--- config.mk ---
export PLATFORM = sky130hd
export DESIGN_NAME = ees_slave
export DESIGN_NICKNAME = d
export VERILOG_FILES = /design/src/ees_pkg.sv /design/src/ees_page_buf.sv /design/src/ees_slave.sv /design/src/ees_sync.sv
export VERILOG_INCLUDE_DIRS = /design/src
export SDC_FILE = /design/constraint.sdc
export NUM_CORES = 1
export LEC_CHECK = 0
export ABC_AREA = 1
export BUFFER_PORTS_ARGS = -buffer_cell sky130_fd_sc_hd__buf_2
export CAP_MARGIN = 0
export CORE_MARGIN = 2
export CORE_UTILIZATION = 51
export CTS_CLUSTER_DIAMETER = 150
export DETAILED_ROUTE_END_ITERATION = 12
export GPL_TIMING_DRIVEN = 0
export PLACE_DENSITY = 0.67
export SYNTH_ARGS = -nofsm -noshare
export SYNTH_HDL_FRONTEND = slang
export SYNTH_HIERARCHICAL = 1
export SYNTH_SLANG_ARGS = --single-unit
--- constraint.sdc ---
create_clock -name clk -period 5.46 [get_ports clk]
set_input_delay 0.273 -clock clk [delete_from_list [all_inputs] [get_ports clk]]
set_output_delay 0.273 -clock clk [all_outputs]
set_load 0.05 [all_outputs]
--- src/ees_map.svh ---
// constants of the serial eeprom bus slave: field positions, sizes, timing
`ifndef EES_MAP_SVH
`define EES_MAP_SVH

// ----------------------------------------------------------------------
// control byte layout
// ----------------------------------------------------------------------
`define EES_CB_TYPE_MSB 7
`define EES_CB_TYPE_LSB 4
`define EES_CB_CS_MSB 3
`define EES_CB_CS_LSB 1
`define EES_CB_RW 0
`define EES_RW_READ 1'b1

// ----------------------------------------------------------------------
// word address, page buffer and bit counter
// ----------------------------------------------------------------------
`define EES_ADDR_W 15
`define EES_PAGE_AW 6
`define EES_PAGE_BYTES 64
`define EES_CNT_W 7
`define EES_BITS_PER_BYTE 4'h8
`define EES_ACK_SLOT 4'h9

// ----------------------------------------------------------------------
// write cycle timing
// ----------------------------------------------------------------------
`define EES_TWC_MS 5
`define EES_CLK_KHZ 25000
`define EES_TWC_CYC (`EES_TWC_MS * `EES_CLK_KHZ)
`define EES_TMR_W 17

// ----------------------------------------------------------------------
// reset values and default type code
// ----------------------------------------------------------------------
`define EES_ADDR_RST 15'h0000
`define EES_TYPE_DEFAULT 4'h5

`endif

--- src/ees_pkg.sv ---
// types shared by the serial eeprom bus slave modules
`default_nettype none
`include "ees_map.svh"

package ees_pkg;

	// synchronised pin group
	typedef struct packed {
		logic scl;
		logic sda;
		logic wp;
		logic [2:0] cs;
	} ees_pins_t;

	// synchroniser state: two stages
	typedef struct packed {
		ees_pins_t s1;
		ees_pins_t s2;
	} ees_sync_t;

	// protocol phase
	typedef enum logic [2:0] {
		ST_IDLE,
		ST_CTRL,
		ST_ADDR_HI,
		ST_ADDR_LO,
		ST_WDATA,
		ST_RDATA,
		ST_IGNORE
	} ees_st_t;

	// page buffer write request
	typedef struct packed {
		logic we;
		logic [`EES_PAGE_AW-1:0] addr;
		logic [7:0] data;
	} ees_bufwr_t;

	// slave state, less synchroniser and page buffer
	typedef struct packed {
		ees_st_t st;
		logic [3:0] bitcnt;
		logic [7:0] shreg;
		logic sda_oe;
		logic scl_q;
		logic sda_q;
		logic [`EES_ADDR_W-1:0] addr;
		logic [`EES_ADDR_W-1:0] base;
		logic [`EES_CNT_W-1:0] cnt;
		logic busy;
		logic [`EES_TMR_W-1:0] tmr;
		logic wr_start;
		logic blocked;
		ees_bufwr_t bw;
	} ees_state_t;

endpackage

`default_nettype wire

--- src/ees_page_buf.sv ---
// page buffer memory: one write port, registered read port
`default_nettype none
`include "ees_map.svh"

module ees_page_buf
	import ees_pkg::*;
#(
	parameter int unsigned AW = `EES_PAGE_AW,
	parameter int unsigned DEPTH = `EES_PAGE_BYTES
) (
	// clock
	input wire logic clk,
	// write side
	input var ees_bufwr_t wr,
	// read side
	input wire logic [AW-1:0] raddr,
	output logic [7:0] rdata
);

	logic [7:0] mem [DEPTH];

	// plain array, no reset needed; read data comes from a register
	always_ff @(posedge clk) begin
		if (wr.we) begin
			mem[wr.addr] <= wr.data;
		end
		rdata <= mem[raddr];
	end

endmodule

`default_nettype wire

--- src/ees_slave.sv ---
// two-wire bus slave front end of a serial eeprom
//
// Contract
// - sda falling while scl high is start
// - sda rising while scl high is stop
// - driven sda changes only while scl low
// - one bit per scl pulse, sampled high
// - receiver acknowledges each received byte
// - no acknowledge during internal programming
// - ack holds sda low through high phase
// - master nack ends read, slave releases
// - control byte top nibble is type code
// - chip-select bits must match strap pins
// - full match acknowledges, then picks direction
// - last control bit: one read, zero write
// - two address bytes, high first, 15 bits
// - only last 64 bytes kept, overwrite
// - write protect blocks writes, reads unaffected
// - write protect sampled at the stop
// - write cycle completes within 5 ms
`default_nettype none
`include "ees_map.svh"

module ees_slave
	import ees_pkg::*;
#(
	// type code value is arbitrary
	parameter logic [3:0] DEV_TYPE = `EES_TYPE_DEFAULT,
	// write cycle length in clk cycles
	parameter int unsigned TWC_CYC = `EES_TWC_CYC
) (
	// clock and reset
	input wire logic clk,
	input wire logic rst,
	// two-wire bus pins
	input wire logic scl_i,
	input wire logic sda_i,
	output logic sda_o,
	output logic sda_oe,
	// strap and protect pins
	input wire logic chip_sel_bit0,
	input wire logic chip_sel_bit1,
	input wire logic chip_sel_bit2,
	input wire logic write_protect_in,
	// array read side
	output logic [`EES_ADDR_W-1:0] rd_addr,
	input wire logic [7:0] rd_data,
	// array write side
	output logic wr_start,
	output logic [`EES_ADDR_W-1:0] wr_addr,
	output logic [`EES_CNT_W-1:0] wr_count,
	output logic wr_busy,
	output logic wr_blocked,
	input wire logic [`EES_PAGE_AW-1:0] buf_raddr,
	output logic [7:0] buf_rdata
);

	// ------------------------------------------------------------------
	// pin synchronisation
	// ------------------------------------------------------------------

	ees_pins_t pins_raw;
	ees_pins_t pins;

	// straps and protect pass the same two stages as the bus, so a
	// strap moved after reset has settled before it is compared
	// gather the asynchronous pins into one group
	always_comb begin
		pins_raw.scl = scl_i;
		pins_raw.sda = sda_i;
		pins_raw.wp = write_protect_in;
		pins_raw.cs = {chip_sel_bit2, chip_sel_bit1, chip_sel_bit0};
	end

	ees_sync u_sync (
		.clk(clk),
		.rst(rst),
		.pins_in(pins_raw),
		.pins_out(pins)
	);

	// ------------------------------------------------------------------
	// state
	// ------------------------------------------------------------------

	// one packed record holds every flop of the slave except the
	// synchroniser and page buffer ones; q_nxt is the whole of it
	// as it will stand after the coming edge
	ees_state_t q_r;
	ees_state_t q_nxt;

	logic scl_rise;
	logic scl_fall;
	logic start_seen;
	logic stop_seen;
	logic hit;

	// full slave address compare against the straps
	function automatic logic addr_match(input logic [7:0] cb,
		input logic [2:0] cs);
		logic t_ok;
		logic c_ok;
		t_ok = cb[`EES_CB_TYPE_MSB:`EES_CB_TYPE_LSB] == DEV_TYPE;
		c_ok = cb[`EES_CB_CS_MSB:`EES_CB_CS_LSB] == cs;
		return t_ok && c_ok;
	endfunction

	// move on one bit when sending: refill with ones so a short
	// byte can only ever release the line, never pull it
	function automatic logic [7:0] shift_out(input logic [7:0] b);
		return {b[6:0], 1'b1};
	endfunction

	// ------------------------------------------------------------------
	// bus events
	// ------------------------------------------------------------------

	// scl_q and sda_q hold the previous synced sample, so an
	// edge costs one more clock but never sees a metastable value
	// edges seen on the synchronised copies only
	assign scl_rise = pins.scl && !q_r.scl_q;
	assign scl_fall = !pins.scl && q_r.scl_q;
	// data edge with clock held high both samples
	assign start_seen = pins.scl && q_r.scl_q && q_r.sda_q
		&& !pins.sda;
	assign stop_seen = pins.scl && q_r.scl_q && !q_r.sda_q
		&& pins.sda;
	// a busy part stays silent, even for its own address
	assign hit = addr_match(q_r.shreg, pins.cs) && !q_r.busy;

	// ------------------------------------------------------------------
	// next state
	// ------------------------------------------------------------------

	always_comb begin
		q_nxt = q_r;
		q_nxt.scl_q = pins.scl;
		q_nxt.sda_q = pins.sda;
		q_nxt.wr_start = 1'b0;
		q_nxt.bw.we = 1'b0;

		// internal write cycle timer
		// runs on through any new start, so a master polling with
		// control bytes keeps seeing no acknowledge until it ends
		if (q_r.busy) begin
			if (q_r.tmr == '0) begin
				q_nxt.busy = 1'b0;
			end else begin
				q_nxt.tmr = q_r.tmr - 1'b1;
			end
		end

		if (start_seen) begin
			// restart drops any byte in flight
			q_nxt.st = ST_CTRL;
			q_nxt.bitcnt = 4'h0;
			q_nxt.sda_oe = 1'b0;
		end else if (stop_seen) begin
			// protect level taken here, later changes do not matter
			// a stop after the address bytes alone writes nothing
			// and leaves the pointer where the address put it
			if (q_r.st == ST_WDATA && q_r.cnt != '0) begin
				if (pins.wp) begin
					q_nxt.blocked = 1'b1;
				end else begin
					q_nxt.blocked = 1'b0;
					q_nxt.busy = 1'b1;
					q_nxt.tmr = `EES_TMR_W'(TWC_CYC - 1);
					q_nxt.wr_start = 1'b1;
				end
			end
			q_nxt.st = ST_IDLE;
			q_nxt.bitcnt = 4'h0;
			q_nxt.sda_oe = 1'b0;
		end else if (q_r.st == ST_RDATA) begin
			if (scl_rise && q_r.bitcnt == `EES_ACK_SLOT && pins.sda) begin
				// no ack from master: let the line float for its stop
				q_nxt.st = ST_IGNORE;
				q_nxt.sda_oe = 1'b0;
			end else if (scl_fall && q_r.bitcnt == `EES_ACK_SLOT) begin
				// next byte, msb on the bus first
				q_nxt.sda_oe = !rd_data[7];
				q_nxt.shreg = shift_out(rd_data);
				q_nxt.bitcnt = 4'h1;
			end else if (scl_fall && q_r.bitcnt < `EES_BITS_PER_BYTE) begin
				// data moves only after clock has gone low
				q_nxt.sda_oe = !q_r.shreg[7];
				q_nxt.shreg = shift_out(q_r.shreg);
				q_nxt.bitcnt = q_r.bitcnt + 4'h1;
			end else if (scl_fall && q_r.bitcnt == `EES_BITS_PER_BYTE) begin
				// free the line for the master's ack
				q_nxt.sda_oe = 1'b0;
				q_nxt.addr = q_r.addr + 1'b1;
				q_nxt.bitcnt = `EES_ACK_SLOT;
			end
		end else if (q_r.st != ST_IDLE && q_r.st != ST_IGNORE) begin
			if (scl_rise && q_r.bitcnt < `EES_BITS_PER_BYTE) begin
				// one bit per pulse, sampled at the rising edge
				q_nxt.shreg = {q_r.shreg[6:0], pins.sda};
				q_nxt.bitcnt = q_r.bitcnt + 4'h1;
			end else if (scl_fall
				&& q_r.bitcnt == `EES_BITS_PER_BYTE) begin
				// pull low for the whole ninth pulse
				q_nxt.sda_oe = 1'b1;
				q_nxt.bitcnt = `EES_ACK_SLOT;
				case (q_r.st)
					ST_CTRL: begin
						if (hit) begin
							if (q_r.shreg[`EES_CB_RW] == `EES_RW_READ) begin
								q_nxt.st = ST_RDATA;
							end else begin
								q_nxt.st = ST_ADDR_HI;
							end
						end else begin
							q_nxt.st = ST_IGNORE;
							q_nxt.sda_oe = 1'b0;
						end
					end
					ST_ADDR_HI: begin
						// top address bit is dropped
						q_nxt.addr[14:8] = q_r.shreg[6:0];
						q_nxt.st = ST_ADDR_LO;
					end
					ST_ADDR_LO: begin
						q_nxt.addr[7:0] = q_r.shreg;
						q_nxt.base = {q_r.addr[14:8], q_r.shreg};
						q_nxt.cnt = '0;
						q_nxt.st = ST_WDATA;
					end
					ST_WDATA: begin
						// low pointer bits wrap inside the page
						q_nxt.bw.we = 1'b1;
						q_nxt.bw.addr = q_r.addr[`EES_PAGE_AW-1:0];
						q_nxt.bw.data = q_r.shreg;
						q_nxt.addr[`EES_PAGE_AW-1:0] =
							q_r.addr[`EES_PAGE_AW-1:0] + 1'b1;
						if (q_r.cnt < `EES_CNT_W'(`EES_PAGE_BYTES)) begin
							q_nxt.cnt = q_r.cnt + 1'b1;
						end
					end
					default: begin
						q_nxt.sda_oe = 1'b0;
					end
				endcase
			end else if (scl_fall && q_r.bitcnt == `EES_ACK_SLOT) begin
				// ack held until clock low again
				q_nxt.sda_oe = 1'b0;
				q_nxt.bitcnt = 4'h0;
			end
		end
	end

	// ------------------------------------------------------------------
	// state register
	// ------------------------------------------------------------------

	always_ff @(posedge clk) begin
		if (rst) begin
			q_r <= '{st: ST_IDLE, bitcnt: 4'h0, shreg: 8'hff,
				sda_oe: 1'b0, scl_q: 1'b1, sda_q: 1'b1,
				addr: `EES_ADDR_RST, base: `EES_ADDR_RST,
				cnt: '0, busy: 1'b0, tmr: '0, wr_start: 1'b0,
				blocked: 1'b0,
				bw: '{we: 1'b0, addr: '0, data: 8'h00}};
		end else begin
			q_r <= q_nxt;
		end
	end

	// ------------------------------------------------------------------
	// page buffer
	// ------------------------------------------------------------------

	// the array drains this after wr_start; a new write command may
	// overwrite it, so the drain has to end inside the busy time
	ees_page_buf u_buf (
		.clk(clk),
		.wr(q_r.bw),
		.raddr(buf_raddr),
		.rdata(buf_rdata)
	);

	// ------------------------------------------------------------------
	// outputs
	// ------------------------------------------------------------------

	// open drain: only ever pulls low
	assign sda_o = 1'b0;
	assign sda_oe = q_r.sda_oe;
	// pointer and write descriptor straight from flip-flops, so the
	// array side never sees a decode glitch on them
	assign rd_addr = q_r.addr;
	assign wr_start = q_r.wr_start;
	assign wr_addr = q_r.base;
	assign wr_count = q_r.cnt;
	assign wr_busy = q_r.busy;
	assign wr_blocked = q_r.blocked;

endmodule

`default_nettype wire

--- src/ees_sync.sv ---
// two-stage synchroniser for the asynchronous pin group
`default_nettype none

module ees_sync
	import ees_pkg::*;
(
	// clock and reset
	input wire logic clk,
	input wire logic rst,
	// pins
	input var ees_pins_t pins_in,
	output var ees_pins_t pins_out
);

	ees_sync_t q_r;
	ees_sync_t q_nxt;

	// first stage feeds only the second stage
	always_comb begin
		q_nxt = q_r;
		q_nxt.s1 = pins_in;
		q_nxt.s2 = q_r.s1;
	end

	// idle bus levels after reset avoid a false start or stop
	always_ff @(posedge clk) begin
		if (rst) begin
			q_r <= '{s1: '{scl: 1'b1, sda: 1'b1, wp: 1'b0, cs: 3'h0},
				s2: '{scl: 1'b1, sda: 1'b1, wp: 1'b0, cs: 3'h0}};
		end else begin
			q_r <= q_nxt;
		end
	end

	assign pins_out = q_r.s2;

endmodule

`default_nettype wire

# After elaboration in Yosys (flattened, before gate mapping)
# Memory sizes are Yosys's and may differ from the RTL's. A register that Yosys moved wholly into a read port is not among the register bits.
# Index checks and enable logic that the tools add are counted.
# word_totals
mem_bits_rw	512
n_memories	1
ff_bits	102
out_inout_bits	50
# op_classes
muxes	57
n_reduce_logical	58
order_cmp	2
n_bitwise	7
n_eq_ne	20
addsub	5
# mem_list
memory	depth	word_bits	rd	rd_ports_with_merged_regs	write_ports	line	rtl
u_buf.mem	64	8	1	1	1	ees_page_buf.sv:20	logic [7:0] mem [DEPTH];
# ops
operator	count
15-bit two-way mux	12
37-bit two-way mux	3
20-bit two-way mux	2
35-bit two-way mux	1
16-bit two-way mux	2
10-bit AND reduction	3
4-bit two-way mux	5
4-bit nonzero test	5
19-bit two-way mux	1
18-bit two-way mux	1
1-bit logical AND	17
17-bit zero test	1
17-bit two-way mux	1
17-bit by 1-bit subtractor with 17-bit output (second input constant)	1
8-bit two-way mux	2
15-bit by 1-bit adder with 15-bit output (second input constant)	1
3-bit two-way mux	5
7-bit two-way mux	2
7-bit case mux with 2 select lines	1
7-bit AND reduction	2
2-bit nonzero test	7
13-bit two-way mux	1
12-bit two-way mux	1
6-bit case mux with 2 select lines	1
other kinds (36)	71

# Longest topological paths before layout
# Gate-level depths: netlist of run 1.
# depth
ltp_word	11
mapped_depth	14
ltp_nobuf	12

# Hierarchy
# The synthesis of run 1 kept the hierarchy.
# modules_own_cells
module	area_per_inst_um2	cells_per_inst	n_inst
ees_page_buf	21339.2	1805	1
ees_slave	5201.2	773	1
ees_sync	345.3	38	1

# Least setup slack after synthesis of run 1
# OpenSTA, ideal clock, no wires.
# synth_path
path_kind	reg2reg
startpoint	register q_r[14] in the netlist's numbering
endpoint	memory u_buf.mem[32][0] (enable)
path_stages_with_launch	4
synth_period_minus_slack_ps	2057
slack_ps	3403
setup_time_ps	395
path_buffers	1
t_arrival_ps	1663
cell_sequence	dfxtp_1 > clkbuf_1 > nand4_1 > nor4_1
# synth_via
elab_chain_cells	2
# synth_rtl
element	line	rtl
from (decl)	ees_slave.sv:89	ees_state_t q_r;
from (signal assigned)	ees_slave.sv:259	q_r <= '{st: ST_IDLE, bitcnt: 4'h0, shreg: 8'hff,
from (signal assigned)	ees_slave.sv:266	q_r <= q_nxt;
1-bit two-way mux	ees_page_buf.sv:24	if (wr.we) begin
1-bit two-way mux (implied by the code)	ees_page_buf.sv:25	mem[wr.addr] <= wr.data;
to (decl)	ees_page_buf.sv:20	
# Every way passes these cells.

# Worst setup path after layout of run 1
# layout_path
startpoint	register q_r[8] in the netlist's numbering
endpoint	memory u_buf.mem[30][3] (enable)
# Straight into the memory's write port.

==> flow_metrics.env, run 1 <==
export IMPL_synth_edf_count=512
export IMPL_cpPeakStageDelay_ns=1.14
export IMPL_ant_nets=0
export IMPL_rows=84
export IMPL_synth_nets=2645
export IMPL_fmax_mhz=314.1
export IMPL_post_route_period_util=0.5831
export IMPL_cts_made_buffers=67
export IMPL_clockBufferDepth=3
export IMPL_setup_viol=0
export IMPL_crit_arrival_ns=3.39
export IMPL_p_per_area_nw_per_um2=329.9
export IMPL_num_vias=19943
export IMPL_path_class="reg2reg"
export IMPL_finalHoldViolCount=0
export IMPL_synthDistinctLibCells=42
export IMPL_wl_per_cell_um=22.01
export IMPL_place_congestion=0.9615
export IMPL_cap_violations=0
export IMPL_drive_gt1_frac=0.1315
export IMPL_grt_pass1_vias=19059
export IMPL_maxSlewHeadroom=0.2615
export IMPL_initial_utilization=0.5137
export IMPL_drtPass1Iterations=6
export IMPL_fin_skew_ns=0.01614
export IMPL_worst_pin_slew_ns=1.104
export IMPL_seq_area_um2=17590
export IMPL_overflow=0
export IMPL_place_ws_ns=2.466
export IMPL_clock_latency_ns=0.60
export IMPL_cts_sinks=622
export IMPL_final_util=0.5853
export IMPL_cpLargestDelayFamily="simple AND/OR/NAND/NOR gates"
export IMPL_die_x_um=233.6
export IMPL_die_area_um2=54570
export IMPL_leakagePower_nw=11.96
export IMPL_ios=72
export IMPL_viasPerCell=5.670
export IMPL_hold_class="in2reg"
export IMPL_fill_cells=4346
export IMPL_wirelength_um=77420
export IMPL_drv_slew=0
export IMPL_synthCells=2616
export IMPL_fin_tns_setup_ns=0
export IMPL_syn_area_um2=26890
export IMPL_grt_pass1_wl_um=115600
export IMPL_core_region_area_um2=52340
export IMPL_cp_max_fo=9
export IMPL_yosysWarnings=6
export IMPL_drt_iter0_markers=2375
export IMPL_dominantRegCellSynth="edfxtp_1"
export IMPL_grt_total_usage=0.2886
export IMPL_slowest_stage="nor2_1"
export IMPL_worst_slack_ns=2.276
export IMPL_synth_seq_cells=622
export IMPL_dpl_hpwl_um=53150
export IMPL_vdd_ir_drop_max_uv=266.2
export IMPL_cts_max_level=3
export IMPL_layout_nets=2808
export IMPL_path_clk_slew_ns=0.06
export IMPL_rsz0062_at_grt="false"
export IMPL_crit_required_ns=5.67
export IMPL_setup_worst_path_end_class="flop"
export IMPL_crit_path_cell_trace="clkbuf_1, inv_1, nand4_1, nor2_1"
export IMPL_critical_path_buf_inv_count=2
export IMPL_ctsResizeCount=0
export IMPL_post_route_min_period_ns=3.184
export IMPL_area_growth_syn_to_layout_pct=13.95
export IMPL_cts_tree="done"
export IMPL_rrSetupSlack_ns=2.28
export IMPL_numPortBuffers=66
export IMPL_grt_max_degree=66
export IMPL_grt_antenna_before_repair=0
export IMPL_n_antenna_cell=0
export IMPL_multi_input_area_um2=7667
export IMPL_async_reset_ff_frac=0
export IMPL_die_h_um=233.6
export IMPL_cts_root_buf="clkbuf_16"
export IMPL_status="finished clean"
export IMPL_drc=0
export IMPL_critPathLaunchType="flop"
export IMPL_yosysSeqAreaShare=0.6538
export IMPL_synth_area_per_cell_um2=10.28
routing by layer:
| layer | up-vias | GRT usage | part of all wire |
|---|---|---|---|
| li1 | 9248 | - | - |
| met1 | 9485 | 0.3834 | 0.40 |
| met2 | 1038 | 0.4716 | 0.47 |
| met3 | 172 | 0.04529 | 0.089 |
| met4 | 0 | 0.1242 | 0.041 |
| met5 | - | 0 | 0 |
registers in the layout, indices dropped and copies added, names as in the netlist:
register         count
u_buf/mem          512
rd_addr             15
q_r                 49
sda_oe               1
wr_addr             15
u_sync/pins_out      6
wr_blocked           1
wr_busy              1
wr_start             1
u_sync/q_nxt         6
u_buf/rdata          8
wr_count             7
Yosys cell counts (all sizes together), types with 3 or more instances:
cell type	number	area (µm²)
buf	151	1146
a211oi	12	90.09
dfxtp	110	2202
o211ai	15	112.6
edfxtp	512	15370
nor3	14	75.07
nor3b	3	22.52
nand4	28	175.2
xor2	13	113.9
clkbuf	25	93.84
o21ai	48	240.2
nand2	829	3152
inv	119	451.7
ha	7	87.58
nand3	497	2520
nor4	8	50.05
a21oi	42	214.0
nor2	174	703.2
cells in the final DEF, fill, tap and decap left out, types with 5 or more instances in the layout:
master	count
nor2_4	6
clkbuf_1	38
ha_1	7
a21oi_1	41
edfxtp_1	512
inv_1	103
buf_4	61
clkinv_2	8
nor4_2	8
nand2_1	819
buf_2	109
a211oi_1	12
nor2_1	166
inv_2	15
clkinv_1	8
nand4_1	28
nor3_1	13
o21ai_0	40
dfxtp_1	102
xor2_1	13
o21ai_1	8
nand3_1	492
o211ai_1	15
buf_6	39
buf_1	11
clkbuf_8	7
buf_12	5
clkinvlp_4	6
dfxtp_2	5
dlygate4sd3_1	18
nand2_2	7
clkbuf_16	71
worst paths after layout:
check | startpoint | endpoint | cells past startpoint
min | rd_data[7] | sda_oe | 6
max | q_r[8] | u_buf/mem[30][3] | 4
max reg2reg | q_r[8] | u_buf/mem[30][3] | 4
min reg2reg | u_sync/q_nxt[1] | u_sync/pins_out[1] | 2
power by group:
| part | switching (mW) | total, mW | leakage (nW) | internal [mW] |
|---|---|---|---|---|
| registers | 0.00583 | 5.08 | 5.64 | 5.07 |
| logic | 0.391 | 0.553 | 5.27 | 0.162 |
| clock network | 1.82 | 4.48 | 1.05 | 2.66 |
| total | 2.22 | 10.1 | 12.0 | 7.89 |
what timing repair did:
action / 4_1_cts / 5_1_grt
endpoints found under the hold margin: 17 / 0
hold buffers: 18 / 0
buffers inserted: 0 / 0
endpoints found under the setup margin: 0 / 0
metrics by stage:
stage	std cells	total power [mW]	hold WS, ns	area, µm²
after global routing	3517	10.39	0.1301	30640
after global placement	3370	5.700	0.3949	28080
after CTS	3517	10.17	0.08161	30640
final	3517	10.11	0.1170	30640
after detailed placement	3380	5.706	0.3949	28280
after floorplan	2616	5.521	0.3648	26890
worst reg2reg max path: stages, from the launching register on:
cell      delay [ns]
dfxtp_1         0.33
clkbuf_1        0.24
inv_1           0.33
nand4_1         0.75
nor2_1          1.15
cells by family (layout without fill, tap and decap cells):
family,after synthesis,after routing,share of synthesized area
DFF,622,622,0.6538
other,1,1,0.0001395
AOI/OAI and AO/OA,122,122,0.02574
and+or+nand+nor,1555,1555,0.2496
adders and majority gates,7,7,0.003257
buffers and inverters,295,508,0.06292
xor gates and xnor gates,14,14,0.004561
layout make-up:
| class | instances | share of cell area |
|---|---|---|
| Sequential cell | 622 | 0.5743 |
| Multi-Input combinational cell | 1699 | 0.2503 |
| Clock buffer | 91 | 0.06273 |
| Buffer | 176 | 0.04047 |
| Tap cell | 688 | 0.02810 |
| Timing Repair Buffer | 94 | 0.02115 |
| Inverter | 119 | 0.01474 |
| Clock inverter | 28 | 0.008250 |
(Power assumes the default switching activity.)
==> run 2: changes to the inputs <==
--- a/config.mk
+++ b/config.mk
@@ -6,7 +6,7 @@
 export SDC_FILE = /design/constraint.sdc
 export NUM_CORES = 1
 export LEC_CHECK = 0
-export ABC_AREA = 1
+export ABC_AREA = 0
 export BUFFER_PORTS_ARGS = -buffer_cell sky130_fd_sc_hd__buf_2
 export CAP_MARGIN = 0
 export CORE_MARGIN = 2
==> constraint.sdc (replaced) <==
create_clock -name clk -period 3.3 [get_ports clk]
set_input_delay 0.165 -clock clk [delete_from_list [all_inputs] [get_ports clk]]
set_output_delay 0.165 -clock clk [all_outputs]
set_load 0.05 [all_outputs]
==> run 2 against run 1 <==
Compared with the run above: utilization down 0.16 points; sequential power up 65%; via count down 25%; sequential share of layout area up 3.1 points; count of clock-buffer cells in the layout down 15; final cell count down 30%; global-route usage down 5.3 points; largest power group unchanged; highest routed layer unchanged; design area down 5.2%; critical path depth unchanged.
==> flow_metrics.env, run 2 <==
export IMPL_crit_arrival_ns=3.16
export IMPL_post_route_period_util=0.8868
export IMPL_synth_most_common_cell="edfxtp_1"
export IMPL_synth_seq_cells=622
export IMPL_core_region_area_um2=49760
export IMPL_largest_reg_flops=512
export IMPL_setup_viol=0
export IMPL_top_regs="u_buf/mem: 512 flops, q_r: 49 flops"
export IMPL_finalHoldViolCount=0
export IMPL_dpl_hpwl_um=40680
export IMPL_grt_total_usage=0.2358
export IMPL_setup_worst_path_end_class="flop"
export IMPL_cts_tree="done"
export IMPL_final_util=0.5838
export IMPL_vdd_ir_drop_max_uv=357.4
export IMPL_overflow=0
export IMPL_p_int_mw=12.52
export IMPL_synth_top_area_share=0.6019
export IMPL_fin_tns_setup_ns=0
export IMPL_layout_nets=1768
export IMPL_worst_pin_slew_ns=1.297
export IMPL_clock_latency_ns=0.63
export IMPL_p_switching_mw=3.310
export IMPL_synth_edf_count=512
export IMPL_crit_path_cell_trace="clkbuf_1, nor4bb_1, nand2_1, nor3_1"
export IMPL_power_frac_seq=0.531
export IMPL_ant_nets=0
export IMPL_path_class="reg2reg"
export IMPL_seq_area_um2=17590
export IMPL_drt_iter0_markers=1938
export IMPL_mostFrequentLayoutCell="edfxtp_1"
export IMPL_drive_gt1_frac=0.2373
export IMPL_r2r_cells=4
export IMPL_combPwrFrac=0.042
export IMPL_cpLargestDelayFamily="simple AND/OR/NAND/NOR gates"
export IMPL_synthCells=1582
export IMPL_synth_common_cells="edfxtp_1 (512), mux4_2 (126), nor2_1 (123)"
export IMPL_multi_input_area_um2=7104
export IMPL_drc=0
export IMPL_worstSetupStartpoint="q_r[13]"
export IMPL_cp_depth=4
export IMPL_leakagePower_nw=9.610
export IMPL_critical_path_buf_inv_count=1
export IMPL_netlist_top_cells_area="edfxtp_1 (60%), mux4_2 (11%), dfxtp_1 (8.6%), nor2_1 (1.8%), buf_4 (1.5%)"
export IMPL_fmax_mhz=341.7
export IMPL_post_route_min_period_ns=2.926
export IMPL_numPortBuffers=66
export IMPL_drtPass1Iterations=6
export IMPL_cp_max_fo=8
export IMPL_n_antenna_cell=0
export IMPL_postCtsSetupBuffers=0
export IMPL_status="finished clean"
export IMPL_grt_max_degree=53
export IMPL_drv_slew=0
export IMPL_p_per_area_nw_per_um2=544.9
export IMPL_synth_nets=1611
export IMPL_fin_skew_ns=0.02338
export IMPL_yosysSeqAreaShare=0.6882
export IMPL_largest_register="u_buf/mem"
export IMPL_initial_utilization=0.5133
export IMPL_fill_cells=3749
export IMPL_grt_pass1_vias=14694
export IMPL_die_x_um=227.8
export IMPL_layout_common_cells="edfxtp_1 (512), mux4_2 (126), nor2_1 (123)"
export IMPL_rows=82
export IMPL_crit_required_ns=3.53
export IMPL_cap_violations=0
export IMPL_synthDistinctLibCells=84
export IMPL_path_clk_slew_ns=0.07
export IMPL_hold_class="in2reg"
export IMPL_yosys_area_top_type="edfxtp_1"
export IMPL_critPathLaunchType="flop"
export IMPL_syn_area_um2=25540
export IMPL_wirelength_um=60830
export IMPL_cts_root_buf="clkbuf_16"
export IMPL_synth_area_per_cell_um2=16.15
export IMPL_die_area_um2=51890
export IMPL_maxSlewHeadroom=0.1284
export IMPL_num_vias=14918
export IMPL_r2r_start="q_r[13]"
export IMPL_cts_max_level=2
export IMPL_cts_made_buffers=60
export IMPL_pwr_share_clk=0.427
export IMPL_clockBufferDepth=3
export IMPL_die_h_um=227.8
export IMPL_wl_per_cell_um=24.70
export IMPL_endpoint="u_buf/mem[34][3]"
export IMPL_yosysWarnings=6
export IMPL_rrSetupSlack_ns=0.37
export IMPL_viasPerCell=6.057
export IMPL_slowest_stage="nor3_1"
export IMPL_r2r_end="u_buf/mem[34][3]"
export IMPL_async_reset_ff_frac=0
export IMPL_dominantRegCellSynth="edfxtp_1"
export IMPL_grt_antenna_before_repair=0
export IMPL_rsz0062_at_grt="false"
export IMPL_swShare=0.2091
export IMPL_ios=72
export IMPL_area_growth_syn_to_layout_pct=13.73
export IMPL_place_congestion=0.9399
export IMPL_grt_pass1_wl_um=91630
export IMPL_cpPeakStageDelay_ns=1.01
export IMPL_cts_sinks=622
-- run 2: cell types whose count changed after synthesis, moves of 30 or more --
cell,delta
nand2_1,-733
mux4_2,+126
nand3_1,-447
inv_1,-88
buf_6,-30
nor2_1,-43
-- run 2: worst min-delay path by stage --
stage | depth (start not counted) | to | slack, ns | start
floorplan | 1 | u_sync/pins_out[2] | 0.24 | rst
global placement | 2 | u_sync/q_nxt[4] | 0.34 | sda_i
detailed placement | 2 | u_sync/q_nxt[5] | 0.35 | scl_i
CTS | 3 | u_sync/pins_out[2] | 0.26 | rst
global route | 3 | u_sync/pins_out[2] | 0.30 | rst
finish | 3 | u_sync/q_nxt[3] | 0.31 | write_protect_in
-- run 2: worst reg2reg max path: cells and delay by family (launching register included) --
family | cells | cell delay (ns)
buffers and inverters | 1 | 0.43
AND/OR/NAND/NOR | 3 | 1.76
flip-flops | 1 | 0.33
-- run 2: per-layer routing --
metal | track usage | wire length (µm) | up-vias
li1 | - | - | 6509
met1 | 0.3361 | 25240 | 7592
met2 | 0.3734 | 28680 | 705
met3 | 0.03950 | 4941 | 112
met4 | 0.07751 | 1977 | 0
met5 | 0 | 0 | -
-- run 2: repair_timing --
item	4_1_cts	5_1_grt
resized for setup	0	0
hold endpoints to repair	22	0
hold buffers	20	0
-- run 2: stage by stage --
stage / instances / hold WS [ns] / power, mW / worst slack [ns] / area, µm²
6_report: 2463 / 0.3064 / 15.83 / 0.3736 / 29050
5_1_grt: 2463 / 0.3027 / 16.28 / 0.1726 / 29050
4_1_cts: 2463 / 0.2556 / 15.94 / 0.3566 / 29050
3_5_place_dp: 2329 / 0.3474 / 9.208 / 0.3951 / 26900
3_3_place_gp: 2320 / 0.3405 / 9.205 / 0.3233 / 26710
2_1_floorplan: 1582 / 0.2366 / 9.002 / 1.239 / 25540
-- run 2: logic make-up (layout without fill, tap and decap cells) --
| group | count (synthesis) | in the layout | synth area share |
|---|---|---|---|
| AND/OR/NAND/NOR | 383 | 383 | 0.07363 |
| other | 1 | 1 | 0.0001468 |
| XOR/XNOR | 31 | 31 | 0.01063 |
| adder cells (fa/ha/maj) | 7 | 7 | 0.003429 |
| AO/OA/AOI/OAI | 219 | 219 | 0.05937 |
| multiplexers | 174 | 174 | 0.1309 |
| flip-flops | 622 | 622 | 0.6882 |
| buffers and inverters | 145 | 354 | 0.03370 |
-- run 2: final cells by class --
| class | count | area share |
|---|---|---|
| flip-flops and latches | 622 | 0.6054 |
| multi-input cells | 815 | 0.2446 |
| clock buffers | 76 | 0.05410 |
| well taps | 672 | 0.02895 |
| plain buffers | 130 | 0.02770 |
| repair buffers | 95 | 0.02429 |
| clock inverters | 38 | 0.01301 |
| inverters | 15 | 0.001938 |
-- run 2: power groups by stage --
stage          combinational, mW  sequential (mW)  clock [mW]
4_1_cts                    0.665             8.40        6.88
6_report                   0.669             8.40        6.76
2_1_floorplan              0.391             8.61           0
3_5_place_dp               0.642             8.57           0
3_3_place_gp               0.640             8.56           0
5_1_grt                    0.700             8.39        7.19
==> run 3: changes to the inputs <==
--- a/config.mk
+++ b/config.mk
@@ -6,15 +6,13 @@
 export SDC_FILE = /design/constraint.sdc
 export NUM_CORES = 1
 export LEC_CHECK = 0
-export ABC_AREA = 0
 export BUFFER_PORTS_ARGS = -buffer_cell sky130_fd_sc_hd__buf_2
 export CAP_MARGIN = 0
 export CORE_MARGIN = 2
-export CORE_UTILIZATION = 51
+export CORE_UTILIZATION = 40
 export CTS_CLUSTER_DIAMETER = 150
 export DETAILED_ROUTE_END_ITERATION = 12
 export GPL_TIMING_DRIVEN = 0
-export PLACE_DENSITY = 0.67
 export SYNTH_ARGS = -nofsm -noshare
 export SYNTH_HDL_FRONTEND = slang
 export SYNTH_HIERARCHICAL = 1
==> run 3 against run 2 <==
Compared with the run above: final cell count increased by 7.3%; maximum frequency is 2.3% higher; sequential power hardly changed; register-to-register slack gained 0.06 ns; hold slack worse by 0.22 ns; first-iteration DRC count decreased by 10%.
==> flow_metrics.env, run 3 (same netlist as run 2, synthesis figures left out) <==
export IMPL_grt_total_usage=0.1951
export IMPL_fin_tns_setup_ns=0
export IMPL_fin_skew_ns=0.02509
export IMPL_grt_pass1_wl_um=95690
export IMPL_clock_latency_ns=0.60
export IMPL_n_antenna_cell=0
export IMPL_drt_iter0_markers=1742
export IMPL_p_per_area_nw_per_um2=555.7
export IMPL_cp_max_fo=8
export IMPL_grt_pass1_vias=14954
export IMPL_wl_per_cell_um=24.10
export IMPL_setup_viol=0
export IMPL_hold_class="in2reg"
export IMPL_crit_arrival_ns=3.07
export IMPL_drtPass1Iterations=5
export IMPL_post_route_period_util=0.8672
export IMPL_postCtsSetupBuffers=0
export IMPL_maxSlewHeadroom=0.1296
export IMPL_rsz0062_at_grt="false"
export IMPL_cts_tree="done"
export IMPL_core_region_area_um2=63080
export IMPL_grt_max_degree=49
export IMPL_wirelength_um=63680
export IMPL_mostFrequentLayoutCell="edfxtp_1"
export IMPL_setup_worst_path_end_class="flop"
export IMPL_cap_violations=0
export IMPL_ctsResizeCount=0
export IMPL_vdd_ir_drop_max_uv=382.5
export IMPL_layout_common_cells="edfxtp_1 (512), mux4_2 (126), nor2_1 (123)"
export IMPL_cts_hold_buffers=21
export IMPL_die_area_um2=65890
export IMPL_status="finished clean"
export IMPL_initial_utilization=0.4049
export IMPL_layout_nets=1774
export IMPL_largest_reg_flops=512
export IMPL_overflow=0
export IMPL_ios=72
export IMPL_numPortBuffers=66
export IMPL_die_h_um=256.7
export IMPL_ant_nets=0
export IMPL_die_x_um=256.7
export IMPL_drv_slew=0
export IMPL_num_vias=14796
export IMPL_grt_antenna_before_repair=0
export IMPL_drive_gt1_frac=0.2416
export IMPL_drc=0
export IMPL_worst_pin_slew_ns=1.296
export IMPL_clockBufferDepth=3
export IMPL_cts_sinks=622
export IMPL_critPathLaunchType="flop"
export IMPL_crit_required_ns=3.50
export IMPL_largest_register="u_buf/mem"
export IMPL_place_congestion=0.8906
export IMPL_cts_root_buf="clkbuf_16"
export IMPL_viasPerCell=5.600
export IMPL_rows=92
export IMPL_fmax_mhz=349.4
export IMPL_power_total_mw=16.36
export IMPL_cts_made_buffers=66
export IMPL_top_regs="u_buf/mem: 512 flops, q_r: 49 flops"
export IMPL_path_class="reg2reg"
export IMPL_leakagePower_nw=9.707
export IMPL_dpl_hpwl_um=42330
export IMPL_area_growth_syn_to_layout_pct=15.28
export IMPL_post_route_min_period_ns=2.862
export IMPL_cts_max_level=3
export IMPL_path_clk_slew_ns=0.06
export IMPL_finalHoldViolCount=0
## run 3: cell types whose count changed in the layout (fill, tap and decap cells not counted), sizes merged
cell	previous run	this run
clkbuf	117	126
inv	19	20
clkinv	25	22
bufinv	6	5
buf	164	163
dlygate4sd3	20	21
clkinvlp	3	2
## run 3: cell type report
class                      count  area (µm²)
multi-input combinational    815        7104
clock buffer                  85        1784
sequential                   622       17590
clock inverter                34       350.3
inverter                      15       56.30
timing repair buffer          95       700.7
tap                          846        1059
buffer                       130       804.5
fill                        5478       33630
## run 3: worst max-delay path, cell delays in order (launching register included)
cell and delay [ns]:
dfxtp_1 0.33, clkbuf_1 0.49, nor4bb_1 0.46, nand2_1 0.18, nor3_1 1.01
## run 3: routing by layer
layer  track usage  part of all wire  up-vias
met5             0                 0        -
met4       0.06944             0.029        0
met3       0.03193             0.069      106
met2        0.3128              0.48      571
met1        0.2699              0.43     7588
li1              -                 -     6531
## run 3: per-stage QoR
stage               instance area (µm²)    util  hold WS (ns)  worst slack (ns)  instances
floorplan                         25540       -        0.2366             1.239       1582
global route                      29450  0.4668       0.07092            0.2661       2642
global placement                  26930  0.4269        0.3447            0.3008       2494
finish                            29450  0.4668       0.08990            0.4382       2642
CTS                               29450  0.4668       0.03256            0.4522       2642
detailed placement                27100  0.4296        0.3500            0.3058       2502
## run 3: worst paths after layout
kind | from | to | slack [ns] | cells after the start
worst max-delay path | q_r[13] | u_buf/mem[34][3] | 0.44 | 4
worst min-delay path | rd_data[7] | sda_oe | 0.09 | 4
worst max register to register | q_r[13] | u_buf/mem[34][3] | 0.44 | 4
worst min register to register | u_sync/q_nxt[4] | u_sync/pins_out[4] | 0.41 | 1
## run 3: power breakdown
group	internal [mW]	total, mW	switching [mW]
Sequential	8.39	8.40	0.00653
Clock	4.25	7.29	3.04
Combinational	0.273	0.673	0.400
